$ cat config.mk
export PLATFORM = sky130hd
export DESIGN_NAME = fss_slave_state_sequencer
export DESIGN_NICKNAME = d
export VERILOG_FILES = /design/src/rtl/fss_pkg.sv /design/src/rtl/fss_slave_state_sequencer.sv
export SDC_FILE = /design/constraint.sdc
export NUM_CORES = 1
export LEC_CHECK = 0
export ABC_AREA = 1
export ABC_CLOCK_PERIOD_IN_PS = 1600
export BUFFER_PORTS_ARGS = -buffer_cell sky130_fd_sc_hd__buf_2
export CAP_MARGIN = 25
export CELL_PAD_IN_SITES_DETAIL_PLACEMENT = 1
export CELL_PAD_IN_SITES_GLOBAL_PLACEMENT = 2
export CORE_MARGIN = 3
export CORE_UTILIZATION = 26
export DETAILED_ROUTE_END_ITERATION = 12
export HOLD_SLACK_MARGIN = 0.12
export PLACE_DENSITY = 0.83
export SLEW_MARGIN = 5
export SYNTH_ARGS = -nofsm -noshare
export SYNTH_HDL_FRONTEND = slang
export SYNTH_SLANG_ARGS = --single-unit
$ cat constraint.sdc
create_clock -name pclk -period 1.6 [get_ports pclk]
set_input_delay 0.08 -clock pclk [delete_from_list [all_inputs] [get_ports pclk]]
set_output_delay 0.08 -clock pclk [all_outputs]
set_load 0.02 [all_outputs]
$ cat src/rtl/fss_pkg.sv
// constants, register map and state codes for the slave state sequencer
package fss_pkg;
  // register byte offsets
  localparam logic [7:0] OFF_CTRL = 8'h00;
  localparam logic [7:0] OFF_STATUS = 8'h04;
  localparam logic [7:0] OFF_CFG = 8'h08;
  localparam logic [7:0] OFF_RESTORE = 8'h0C;
  localparam logic [7:0] OFF_IRQ_STAT = 8'h10;
  localparam logic [7:0] OFF_IRQ_MASK = 8'h14;
  localparam logic [7:0] OFF_OUT_DATA = 8'h18;
  localparam logic [7:0] OFF_IN_IMAGE = 8'h1C;
  localparam logic [7:0] OFF_SAFE_VAL = 8'h20;
  // control fields
  localparam int CTRL_WD_BIT = 8;
  localparam int CTRL_LEGACY_BIT = 9;
  localparam logic [31:0] CTRL_RESET = 32'h0000_0100;
  // configuration fields
  localparam int CFG_MBX0 = 0;
  localparam int CFG_MBX1 = 1;
  localparam int CFG_PD = 2;
  localparam int CFG_DC_USED = 3;
  localparam int CFG_DC_OK = 4;
  localparam int CFG_W = 5;
  // status fields
  localparam int STAT_ERR_BIT = 4;
  // interrupt bits
  localparam int IRQ_CHANGE = 0;
  localparam int IRQ_ERROR = 1;
  localparam int IRQ_RESTORE = 2;
  localparam int IRQ_W = 3;
  // restore magic values
  localparam logic [31:0] RESTORE_MAGIC = 32'h6461_6F6C;
  localparam logic [31:0] RESTORE_MAGIC_OLD = 32'h6C6F_6164;
  // io width
  localparam int IO_W = 8;
  // sequencer states
  typedef enum logic [3:0] {
    ST_INIT = 4'h1,
    ST_PREP = 4'h2,
    ST_BOOT = 4'h3,
    ST_GUARD = 4'h4,
    ST_RUN = 4'h8
  } fss_state_t;
endpackage : fss_pkg

$ cat src/rtl/fss_slave_state_sequencer.sv
// slave state sequencer with apb register file and io gating
`timescale 1ns/1ps
module fss_slave_state_sequencer (
  input wire logic pclk,
  input wire logic presetn,
  input wire logic psel,
  input wire logic penable,
  input wire logic pwrite,
  input wire logic [31:0] paddr,
  input wire logic [31:0] pwdata,
  output logic [31:0] prdata,
  output logic pready,
  output logic pslverr,
  input wire logic [fss_pkg::IO_W-1:0] in_pins,
  output logic [fss_pkg::IO_W-1:0] out_pins,
  output logic mbx_en,
  output logic foe_only,
  output logic pd_en,
  output logic restore_defaults,
  output logic irq
);

  // bus handshake state
  logic pready_q;
  logic [31:0] prdata_q;
  logic pslverr_q;
  // software visible registers
  logic [31:0] ctrl_q;
  logic [fss_pkg::CFG_W-1:0] cfg_q;
  logic [fss_pkg::IRQ_W-1:0] irq_stat_q;
  logic [fss_pkg::IRQ_W-1:0] irq_mask_q;
  logic [fss_pkg::IO_W-1:0] out_data_q;
  logic [fss_pkg::IO_W-1:0] in_image_q;
  logic [fss_pkg::IO_W-1:0] safe_val_q;
  logic err_q;
  // sequencer state
  fss_pkg::fss_state_t state_q;
  fss_pkg::fss_state_t state_d;
  logic req_fail;
  // output side flops
  logic [fss_pkg::IO_W-1:0] out_pins_q;
  logic mbx_en_q;
  logic foe_only_q;
  logic pd_en_q;
  logic restore_q;
  logic irq_q;

  // decoded bus events
  logic wr_acc;
  logic rd_acc;
  logic addr_ok;
  logic [7:0] off;
  logic req_wr;
  logic restore_hit;
  fss_pkg::fss_state_t req_state;

  assign off = paddr[7:0];
  assign addr_ok = (paddr[31:8] == 24'h00_0000) && (off[1:0] == 2'h0) &&
                   (off <= fss_pkg::OFF_SAFE_VAL);
  assign wr_acc = psel && penable && pready_q && pwrite && addr_ok;
  assign rd_acc = psel && !penable && !pwrite;
  assign req_wr = wr_acc && (off == fss_pkg::OFF_CTRL);
  assign req_state = fss_pkg::fss_state_t'(pwdata[3:0]);
  // only the magic word, or the old one with the legacy bit set, fires; anything else is ignored
  assign restore_hit = wr_acc && (off == fss_pkg::OFF_RESTORE) &&
    ((pwdata == fss_pkg::RESTORE_MAGIC) ||
     (ctrl_q[fss_pkg::CTRL_LEGACY_BIT] && pwdata == fss_pkg::RESTORE_MAGIC_OLD));

  // zero wait state slave: ready in the first access cycle
  always_ff @(posedge pclk or negedge presetn) begin
    if (!presetn) begin
      pready_q <= 1'b0;
    end else begin
      pready_q <= psel && !penable;
    end
  end

  // read mux and error answer, latched at the end of setup
  always_ff @(posedge pclk or negedge presetn) begin
    if (!presetn) begin
      prdata_q <= 32'h0000_0000;
      pslverr_q <= 1'b0;
    end else if (psel && !penable) begin
      pslverr_q <= !addr_ok;
      prdata_q <= 32'h0000_0000;
      if (rd_acc && addr_ok) begin
        case (off)
          fss_pkg::OFF_CTRL: prdata_q <= ctrl_q;
          fss_pkg::OFF_STATUS: prdata_q <= {27'h0, err_q, state_q};
          fss_pkg::OFF_CFG: prdata_q <= {27'h0, cfg_q};
          fss_pkg::OFF_IRQ_STAT: prdata_q <= {29'h0, irq_stat_q};
          fss_pkg::OFF_IRQ_MASK: prdata_q <= {29'h0, irq_mask_q};
          fss_pkg::OFF_OUT_DATA: prdata_q <= {24'h0, out_data_q};
          fss_pkg::OFF_IN_IMAGE: prdata_q <= {24'h0, in_image_q};
          fss_pkg::OFF_SAFE_VAL: prdata_q <= {24'h0, safe_val_q};
          default: prdata_q <= 32'h0000_0000;
        endcase
      end
    end
  end

  // control, configuration, output data and safe value registers
  always_ff @(posedge pclk or negedge presetn) begin
    if (!presetn) begin
      ctrl_q <= fss_pkg::CTRL_RESET;
      cfg_q <= '0;
      out_data_q <= '0;
      safe_val_q <= '0;
      irq_mask_q <= '0;
    end else if (wr_acc) begin
      case (off)
        fss_pkg::OFF_CTRL: ctrl_q <= {22'h0, pwdata[fss_pkg::CTRL_LEGACY_BIT],
                                      pwdata[fss_pkg::CTRL_WD_BIT], 4'h0, pwdata[3:0]};
        fss_pkg::OFF_CFG: cfg_q <= pwdata[fss_pkg::CFG_W-1:0];
        fss_pkg::OFF_OUT_DATA: out_data_q <= pwdata[fss_pkg::IO_W-1:0];
        fss_pkg::OFF_SAFE_VAL: safe_val_q <= pwdata[fss_pkg::IO_W-1:0];
        fss_pkg::OFF_IRQ_MASK: irq_mask_q <= pwdata[fss_pkg::IRQ_W-1:0];
        default: ;
      endcase
    end
  end

  // transition check: picks the next state or flags a refusal
  always_comb begin
    state_d = state_q;
    req_fail = 1'b0;
    if (req_wr && req_state != state_q) begin
      req_fail = 1'b1;
      case (state_q)
        fss_pkg::ST_INIT: begin
          if (req_state == fss_pkg::ST_PREP &&
              cfg_q[fss_pkg::CFG_MBX0] && cfg_q[fss_pkg::CFG_MBX1]) begin
            state_d = fss_pkg::ST_PREP;
            req_fail = 1'b0;
          end else if (req_state == fss_pkg::ST_BOOT) begin
            state_d = fss_pkg::ST_BOOT;
            req_fail = 1'b0;
          end
        end
        fss_pkg::ST_PREP: begin
          if (req_state == fss_pkg::ST_GUARD && cfg_q[fss_pkg::CFG_PD] &&
              (!cfg_q[fss_pkg::CFG_DC_USED] || cfg_q[fss_pkg::CFG_DC_OK])) begin
            state_d = fss_pkg::ST_GUARD;
            req_fail = 1'b0;
          end else if (req_state == fss_pkg::ST_INIT) begin
            state_d = fss_pkg::ST_INIT;
            req_fail = 1'b0;
          end
        end
        fss_pkg::ST_GUARD: begin
          if (req_state == fss_pkg::ST_RUN || req_state == fss_pkg::ST_PREP ||
              req_state == fss_pkg::ST_INIT) begin
            state_d = req_state;
            req_fail = 1'b0;
          end
        end
        fss_pkg::ST_RUN: begin
          if (req_state == fss_pkg::ST_GUARD || req_state == fss_pkg::ST_PREP ||
              req_state == fss_pkg::ST_INIT) begin
            state_d = req_state;
            req_fail = 1'b0;
          end
        end
        fss_pkg::ST_BOOT: begin
          if (req_state == fss_pkg::ST_INIT) begin
            state_d = fss_pkg::ST_INIT;
            req_fail = 1'b0;
          end
        end
        default: state_d = fss_pkg::ST_INIT;
      endcase
    end
  end

  // sequencer state register, power-on state after reset
  always_ff @(posedge pclk or negedge presetn) begin
    if (!presetn) begin
      state_q <= fss_pkg::ST_INIT;
    end else begin
      state_q <= state_d;
    end
  end

  // error flag: set on refusal, cleared by the next accepted request
  always_ff @(posedge pclk or negedge presetn) begin
    if (!presetn) begin
      err_q <= 1'b0;
    end else if (req_wr) begin
      err_q <= req_fail;
    end
  end

  // input image: loaded on entry to guarded run, refreshed while running
  always_ff @(posedge pclk or negedge presetn) begin
    if (!presetn) begin
      in_image_q <= '0;
    end else if (state_d == fss_pkg::ST_GUARD || state_d == fss_pkg::ST_RUN) begin
      in_image_q <= in_pins;
    end
  end

  // physical outputs: safe value unless full run, or guarded run with watchdog disabled
  always_ff @(posedge pclk or negedge presetn) begin
    if (!presetn) begin
      out_pins_q <= '0;
    end else if (state_q == fss_pkg::ST_RUN) begin
      out_pins_q <= out_data_q;
    end else if (state_q == fss_pkg::ST_GUARD && !ctrl_q[fss_pkg::CTRL_WD_BIT]) begin
      out_pins_q <= out_data_q;
    end else begin
      out_pins_q <= safe_val_q;
    end
  end

  // traffic gates per state
  always_ff @(posedge pclk or negedge presetn) begin
    if (!presetn) begin
      mbx_en_q <= 1'b0;
      foe_only_q <= 1'b0;
      pd_en_q <= 1'b0;
    end else begin
      mbx_en_q <= (state_q == fss_pkg::ST_PREP) || (state_q == fss_pkg::ST_GUARD) ||
                  (state_q == fss_pkg::ST_RUN);
      foe_only_q <= (state_q == fss_pkg::ST_BOOT);
      pd_en_q <= (state_q == fss_pkg::ST_GUARD) || (state_q == fss_pkg::ST_RUN);
    end
  end

  // restore pulse towards the backup object store
  always_ff @(posedge pclk or negedge presetn) begin
    if (!presetn) begin
      restore_q <= 1'b0;
    end else begin
      restore_q <= restore_hit;
    end
  end

  // sticky events, write one to clear, a new event wins over the clear
  always_ff @(posedge pclk or negedge presetn) begin
    if (!presetn) begin
      irq_stat_q <= '0;
    end else begin
      irq_stat_q <= (irq_stat_q &
                     ~((wr_acc && off == fss_pkg::OFF_IRQ_STAT) ?
                       pwdata[fss_pkg::IRQ_W-1:0] : {fss_pkg::IRQ_W{1'b0}})) |
                    {restore_hit, req_fail, state_d != state_q};
    end
  end

  // level interrupt from unmasked status bits
  always_ff @(posedge pclk or negedge presetn) begin
    if (!presetn) begin
      irq_q <= 1'b0;
    end else begin
      irq_q <= |(irq_stat_q & irq_mask_q);
    end
  end

  assign prdata = prdata_q;
  assign pready = pready_q;
  assign pslverr = pslverr_q;
  assign out_pins = out_pins_q;
  assign mbx_en = mbx_en_q;
  assign foe_only = foe_only_q;
  assign pd_en = pd_en_q;
  assign restore_defaults = restore_q;
  assign irq = irq_q;
endmodule // fss_slave_state_sequencer

==> qor.log, run 1 <==
INFO  timing         clock.fmax=533MHz
INFO  timing         fin_setup_tns=-2.45ns
INFO  finish         area_delta_synth_final=52.3%
INFO  setup_path     crit_type=register to register
INFO  placement      pre_cts_slack=-0.488ns
INFO  yosys          share_of_the_yosys_chip_area_belonging_to_registers=0.440
INFO  grt            antenna_found_initial=0
INFO  clock_network  tritoncts_clock_tree=yes
INFO  route          antenna_violating_nets_post_route=0
INFO  placement      numPortBuffers=101
INFO  finish         post_route_cell_area=6160µm²
INFO  yosys          portion_of_synthesized_cell_area_occupied_by_the_leading_cell_type=0.427
INFO  placement      hpwlAfterDp=11500µm
INFO  clock_network  clock_path_buffers=2
INFO  timing         worst_slack=-0.276ns
INFO  finish         final_net_count=828
INFO  finish         antenna_cells=0
INFO  timing         layout_min_cycle_time=1.88ns
INFO  placement      detailed_place.area=5280µm²
INFO  clock_network  clk-insertion-delay-late=0.34ns
INFO  route          detail_route.first_pass.iterations=4
INFO  die            die_h=131µm
INFO  yosys          synth_top_cells_by_count=sky130_fd_sc_hd__nand2_1 (153), sky130_fd_sc_hd__dfrtp_1 (69), sky130_fd_sc_hd__inv_1 (59)
INFO  clock_network  clock_sinks=71
INFO  die            io_pins=124
INFO  setup_path     crit_fanout=8
INFO  yosys          synthesis.instances=533
INFO  power          peakVddDrop=0.522mV
INFO  die            initial_utilization=0.272
INFO  power          report.power.total=4.39mW
INFO  route          remaining_drc_errors=0
INFO  run_status     violations=negative setup slack
INFO  yosys          synth.lib_cells_used.distinct=40
INFO  timing         final-hold-violation-count=0
INFO  timing         report.final.slew_viol_count=0
INFO  setup_path     required=1.83ns
INFO  route          route.vias.total=4351
INFO  setup_path     crit_path_start_kind=register
INFO  setup_path     critical_path.endpoint_type=register
INFO  clock_network  tritoncts.num_buffers=9
INFO  timing         report.final.setup_viol=12
INFO  die            design.die.area=17100µm²
INFO  yosys          synth_top_cell_by_area=sky130_fd_sc_hd__dfrtp_1
INFO  yosys          syn_avg_cell_area=7.58µm²
INFO  grt            grtUsageTotal=0.178
INFO  clock_network  cts-root-buf=sky130_fd_sc_hd__clkbuf_16
INFO  yosys          ys_top_cells_by_area=sky130_fd_sc_hd__dfrtp_1 (43%), sky130_fd_sc_hd__nand2_1 (14%), sky130_fd_sc_hd__inv_1 (5.5%)
INFO  route          post_drt_via_cell_ratio=4.63
INFO  finish         post-route-util=0.414
INFO  yosys          async_reset_ff_frac=1.00
INFO  yosys          synthMostInstantiatedCell=sky130_fd_sc_hd__nand2_1
INFO  clock_network  htree_num_levels=3
INFO  die            placeableCoreArea=14900µm²
INFO  yosys          yosys_warnings=0
INFO  clock_network  clkTransAtPathRegs=0.06ns
INFO  route          initialDrtViolationCount=173
INFO  die            fp.dieW=131µm
INFO  yosys          postSynthRegisterBits=71
INFO  grt            grt_max_degree=72
INFO  grt            grt_pass1_wl=23400µm
INFO  finish         drive_gt1_frac=0.389
INFO  timing         finalClockSkew=0.00706ns
INFO  setup_path     critical_path_arrival=2.10ns
INFO  power          p_per_area=714nW/µm²
INFO  power          total_leakage_power=3.18nW
INFO  route          wire_per_inst=16.1µm
INFO  worst_hold_path worst_hold_path_type=input port to register
INFO  timing         ratio_of_final_minimum_period_to_clock_period=1.17
INFO  yosys          post_synthesis_instance_area=4040µm²
INFO  yosys          yosys_most_used_dff=sky130_fd_sc_hd__dfrtp_1
INFO  grt            global_route.overflow_total=0
INFO  yosys          synth-edff-count=0
INFO  placement      gp_congestion=0.850
INFO  run            cap_violations=0
INFO  run_status     status=finished, violations left
INFO  route          finalWirelength=15200µm
INFO  die            core.rowCount=44
INFO  timing         unrepaired_setup_endpoints_after_global_routing=true
INFO  grt            vias_in_the_first_global_route=4601
state kept, by name (all words and copies together), names as in the netlist:
register          flops
irq_stat_q            3
pready                1
mbx_en                1
prdata               10
out_pins              8
safe_val_q            8
pd_en                 1
ctrl_q                6
cfg_q                 5
state_q               4
restore_defaults      1
err_q                 1
irq_mask_q            3
out_data_q            8
pslverr               1
irq                   1
in_image_q            8
foe_only              1
final timing paths:
path,start,endpoint,slack [ns],cells after the start
max,state_q[3],in_image_q[4],-0.28,12
min,pwdata[29],restore_defaults,0.15,4
max reg2reg,state_q[3],in_image_q[4],-0.28,12
min reg2reg,pslverr,pslverr,0.48,2
max in group asynchronous,presetn,ctrl_q[8],0.96,3
min in group asynchronous,presetn,mbx_en,0.30,3
cells in the final DEF, fill, tap and decap left out, types with 2 or more instances in the layout:
cell type	count
sky130_fd_sc_hd__a211oi_1	2
sky130_fd_sc_hd__a21oi_1	5
sky130_fd_sc_hd__a221oi_1	4
sky130_fd_sc_hd__a32o_1	2
sky130_fd_sc_hd__buf_12	2
sky130_fd_sc_hd__buf_2	101
sky130_fd_sc_hd__buf_4	82
sky130_fd_sc_hd__buf_6	4
sky130_fd_sc_hd__bufinv_16	2
sky130_fd_sc_hd__clkbuf_1	2
sky130_fd_sc_hd__clkbuf_16	9
sky130_fd_sc_hd__clkinv_2	2
sky130_fd_sc_hd__conb_1	22
sky130_fd_sc_hd__dfrtp_1	66
sky130_fd_sc_hd__dfrtp_2	3
sky130_fd_sc_hd__dfstp_2	2
sky130_fd_sc_hd__dlygate4sd3_1	24
sky130_fd_sc_hd__inv_1	53
sky130_fd_sc_hd__inv_2	12
sky130_fd_sc_hd__inv_4	3
sky130_fd_sc_hd__nand2_1	132
sky130_fd_sc_hd__nand2_2	23
sky130_fd_sc_hd__nand2_4	6
sky130_fd_sc_hd__nand3_1	34
sky130_fd_sc_hd__nand3_2	8
sky130_fd_sc_hd__nand3_4	3
sky130_fd_sc_hd__nand4_1	9
sky130_fd_sc_hd__nor2_1	36
sky130_fd_sc_hd__nor2_2	7
sky130_fd_sc_hd__nor2_4	9
sky130_fd_sc_hd__nor2_8	2
sky130_fd_sc_hd__nor3_2	2
sky130_fd_sc_hd__nor3b_1	2
sky130_fd_sc_hd__nor4_1	5
sky130_fd_sc_hd__o21a_1	2
sky130_fd_sc_hd__o21ai_0	40
sky130_fd_sc_hd__o21ai_1	10
sky130_fd_sc_hd__o22ai_1	5
sky130_fd_sc_hd__xnor2_1	2
cell families (layout without fill, tap and decap cells):
group	Yosys count	count (layout)	synth area share
multiplexers	1	1	0.00279
other	1	22	0.000928
buffers and inverters	97	299	0.112
flip-flops	71	71	0.440
XOR/XNOR	2	2	0.00433
AO/OA/AOI/OAI	78	78	0.112
AND/OR/NAND/NOR	283	283	0.328
timing repair:
item / in CTS / in global routing
cloned: 1 / 0
pin swaps: 17 / 10
hold buffers: 24 / 0
gates resized for setup: 35 / 34
setup buffers: 10 / 4
hold endpoints to repair: 92 / 0
setup endpoints to repair: 21 / 48
report_power, final:
part           switching (mW)  internal, mW
clock network           0.795          1.37
registers             0.00187          1.80
logic                   0.243         0.186
total                    1.04          3.36
layout make-up:
cell class,count,area [µm²]
well taps,184,230
fillers,1829,8710
multi-input cells,386,2100
inverters,69,268
clock buffers,11,233
flip-flops and latches,71,1780
clock inverters,5,81.3
repair buffers,214,1460
through the flow:
step / instances / hold WS [ns]
finish: 940 / 0.151
global route: 940 / 0.175
detailed placement: 885 / 0.144
floorplan: 554 / -0.216
CTS: 936 / 0.133
global placement: 885 / 0.136
per-layer routing:
layer	track usage	share of wire
met1	0.218	0.44
met2	0.321	0.50
met3	0.0268	0.047
met4	0.0587	0.019
met5	0	0
critical path, stage by stage, from the launching register on:
cell and delay [ns]:
sky130_fd_sc_hd__dfrtp_2 0.47, sky130_fd_sc_hd__inv_4 0.11, sky130_fd_sc_hd__nand2_4 0.06, sky130_fd_sc_hd__nand2_4 0.07, sky130_fd_sc_hd__nor3_4 0.04, sky130_fd_sc_hd__nand3_4 0.14, sky130_fd_sc_hd__nand4_4 0.21, sky130_fd_sc_hd__nand2_2 0.14
sky130_fd_sc_hd__nand2_4 0.08, sky130_fd_sc_hd__nor2_8 0.15, sky130_fd_sc_hd__nand3_4 0.14, sky130_fd_sc_hd__nand2_2 0.09, sky130_fd_sc_hd__nand2_1 0.06
Note: power is estimated with default switching activity, not from simulation.
==> run 2, diff against run 1 <==
--- a/config.mk
+++ b/config.mk
@@ -15,6 +15,7 @@
 export CORE_UTILIZATION = 26
 export DETAILED_ROUTE_END_ITERATION = 12
 export HOLD_SLACK_MARGIN = 0.12
+export MAX_ROUTING_LAYER = met4
 export PLACE_DENSITY = 0.83
 export SLEW_MARGIN = 5
 export SYNTH_ARGS = -nofsm -noshare
==> run 2 against run 1 <==
Effect of this change:
- the flow still finishes with violations (negative setup slack)
- clock power down 7%
- sequential power about the same
- final cell count is the same
- clock-buffer cell count is 2 lower
- highest routed layer unchanged
==> qor.log, run 2 (same netlist as run 1, synthesis figures left out) <==
INFO  run_status     status=finished, violations left
INFO  run_status     violations=negative setup slack
INFO  die            core.rowCount=44
INFO  placement      hpwlAfterDp=11800µm
INFO  clock_network  clk-insertion-delay-late=0.33ns
INFO  route          detailroute.wirelength.met3=759µm
INFO  die            design.die.area=17100µm²
INFO  setup_path     required=1.82ns
INFO  timing         maxSlewHeadroom=0.658
INFO  route          dr_wl_met2=7700µm
INFO  route          antenna_violating_nets_post_route=0
INFO  power          p_int=3.20mW
INFO  finish         drive_gt1_frac=0.397
INFO  finish         fin_cells=940
INFO  setup_path     critical_path_arrival=2.18ns
INFO  setup_path     crit_path_start_kind=register
INFO  finish         final_net_count=828
INFO  power          combPwrFrac=0.103
INFO  route          remaining_drc_errors=0
INFO  timing         unrepaired_setup_endpoints_after_global_routing=true
INFO  setup_path     crit_fanout=8
INFO  route          wire_per_inst=16.4µm
INFO  clock_network  tritoncts_clock_tree=yes
INFO  power          swShare=0.247
INFO  grt            antenna_found_initial=0
INFO  grt            grtUsageTotal=0.178
INFO  die            placeableCoreArea=14900µm²
INFO  run            cap_violations=0
INFO  finish         area_delta_synth_final=54.0%
INFO  worst_hold_path worst_hold_path_type=input port to register
INFO  timing         final-hold-violation-count=0
INFO  setup_path     critical_path.endpoint_type=register
INFO  clock_network  clock_path_buffers=2
INFO  die            fp.dieW=131µm
INFO  timing         fin_setup_tns=-3.41ns
INFO  power          peakVddDrop=0.450mV
INFO  die            io_pins=124
INFO  route          initialDrtViolationCount=188
INFO  placement      place.detailed.instances=886
INFO  timing         worst_slack=-0.358ns
INFO  finish         footprint_of_the_flip_flops_and_latches=1780µm²
INFO  clock_network  cts-root-buf=sky130_fd_sc_hd__clkbuf_16
INFO  finish         largest_reg_flops=10
INFO  power          clock_power_share=0.473
INFO  die            initial_utilization=0.272
INFO  clock_network  clkTransAtPathRegs=0.06ns
INFO  clock_network  htree_num_levels=3
INFO  clock_network  clock_sinks=71
INFO  die            die_h=131µm
INFO  grt            grt_max_degree=52
INFO  power          p_per_area=682nW/µm²
INFO  finish         antenna_cells=0
INFO  clock_network  tritoncts.num_buffers=9
INFO  finish         final_common_cell=sky130_fd_sc_hd__nand2_1
INFO  route          route.vias.total=4366
INFO  power          total_leakage_power=3.22nW
INFO  grt            grt_pass1_wl=23100µm
INFO  timing         clock.fmax=511MHz
INFO  route          detail_route.first_pass.iterations=4
INFO  timing         report.final.slew_viol_count=0
INFO  power          p_switching=1.05mW
INFO  timing         worstMarginPinSlew=0.508ns
INFO  timing         report.final.setup_viol=18
INFO  finish         fillCellCount=1839
INFO  route          finalWirelength=15400µm
INFO  timing         layout_min_cycle_time=1.96ns
INFO  power          p_seq_frac=0.424
INFO  timing         ratio_of_final_minimum_period_to_clock_period=1.22
INFO  route          met1_length=6680µm
INFO  finish         area_of_combinational_cells_with_multiple_inputs=2160µm²
INFO  placement      numPortBuffers=101
INFO  setup_path     crit_type=register to register
INFO  grt            global_route.overflow_total=0
INFO  power          report.power.total=4.25mW
INFO  placement      gp_congestion=0.870
INFO  placement      pre_cts_slack=-0.336ns
INFO  timing         finalClockSkew=0.00455ns
INFO  finish         final_cell_mix=sky130_fd_sc_hd__nand2_1 (130), sky130_fd_sc_hd__buf_2 (101), sky130_fd_sc_hd__buf_4 (79)
INFO  route          post_drt_via_cell_ratio=4.64
INFO  grt            vias_in_the_first_global_route=4523
INFO  route          top_layer_used=met4
run 2: through the flow:
| step | area, µm² | util | hold slack [ns] |
|---|---|---|---|
| 2_1_floorplan | 4150 | - | -0.216 |
| 3_3_place_gp | 5280 | 0.355 | -0.0849 |
| 3_5_place_dp | 5280 | 0.355 | -0.0844 |
| 4_1_cts | 5940 | 0.399 | 0.137 |
| 5_1_grt | 6230 | 0.419 | 0.160 |
| 6_report | 6230 | 0.419 | 0.146 |
run 2: path summary, 6_finish.rpt:
kind / to / from / slack (ns) / depth (start not counted)
worst max-delay path: in_image_q[4] / state_q[0] / -0.36 / 9
worst min-delay path: cfg_q[4] / pwdata[4] / 0.15 / 3
worst max register to register: in_image_q[4] / state_q[0] / -0.36 / 9
worst min register to register: prdata[6] / prdata[6] / 0.48 / 2
max in group asynchronous: foe_only / presetn / 0.74 / 3
min in group asynchronous: mbx_en / presetn / 0.34 / 3
run 2: worst max-delay path, cell delays in order (launching register included):
cell                      delay, ns
sky130_fd_sc_hd__dfstp_2       0.68
sky130_fd_sc_hd__xnor2_2       0.14
sky130_fd_sc_hd__nand3_4       0.16
sky130_fd_sc_hd__nand4_4       0.19
sky130_fd_sc_hd__nand2_2       0.14
sky130_fd_sc_hd__nand2_4       0.08
sky130_fd_sc_hd__nor2_8        0.17
sky130_fd_sc_hd__nand3_4       0.14
sky130_fd_sc_hd__nand2_1       0.10
sky130_fd_sc_hd__nand2_1       0.05
run 2: repair_timing:
action,in CTS,in global routing
endpoints found under the hold margin,90,0
setup endpoints to repair,18,34
hold buffers,24,0
pin swaps,13,17
buffers inserted,5,9
gates resized for setup,23,61
run 2: layout make-up:
type	instances	share of cell area
tap	184	0.0370
clock inverter	7	0.0115
timing repair buffer	214	0.239
inverter	69	0.0442
sequential	71	0.286
clock buffer	9	0.0362
multi-input combinational	386	0.346
run 2: power by group through the flow:
stage	sequential, mW	combinational (mW)	clock, mW
finish	1.80	0.437	2.01
global placement	1.83	0.365	0
global route	1.80	0.479	2.12
floorplan	1.84	0.167	0
detailed placement	1.83	0.374	0
CTS	1.80	0.424	2.04
run 2: per-layer routing:
metal / vias up / global-route usage
met3: 21 / 0.0256
met4: 0 / 0.0490
met2: 119 / 0.306
met5: - / -
met1: 2100 / 0.220
li1: 2126 / -
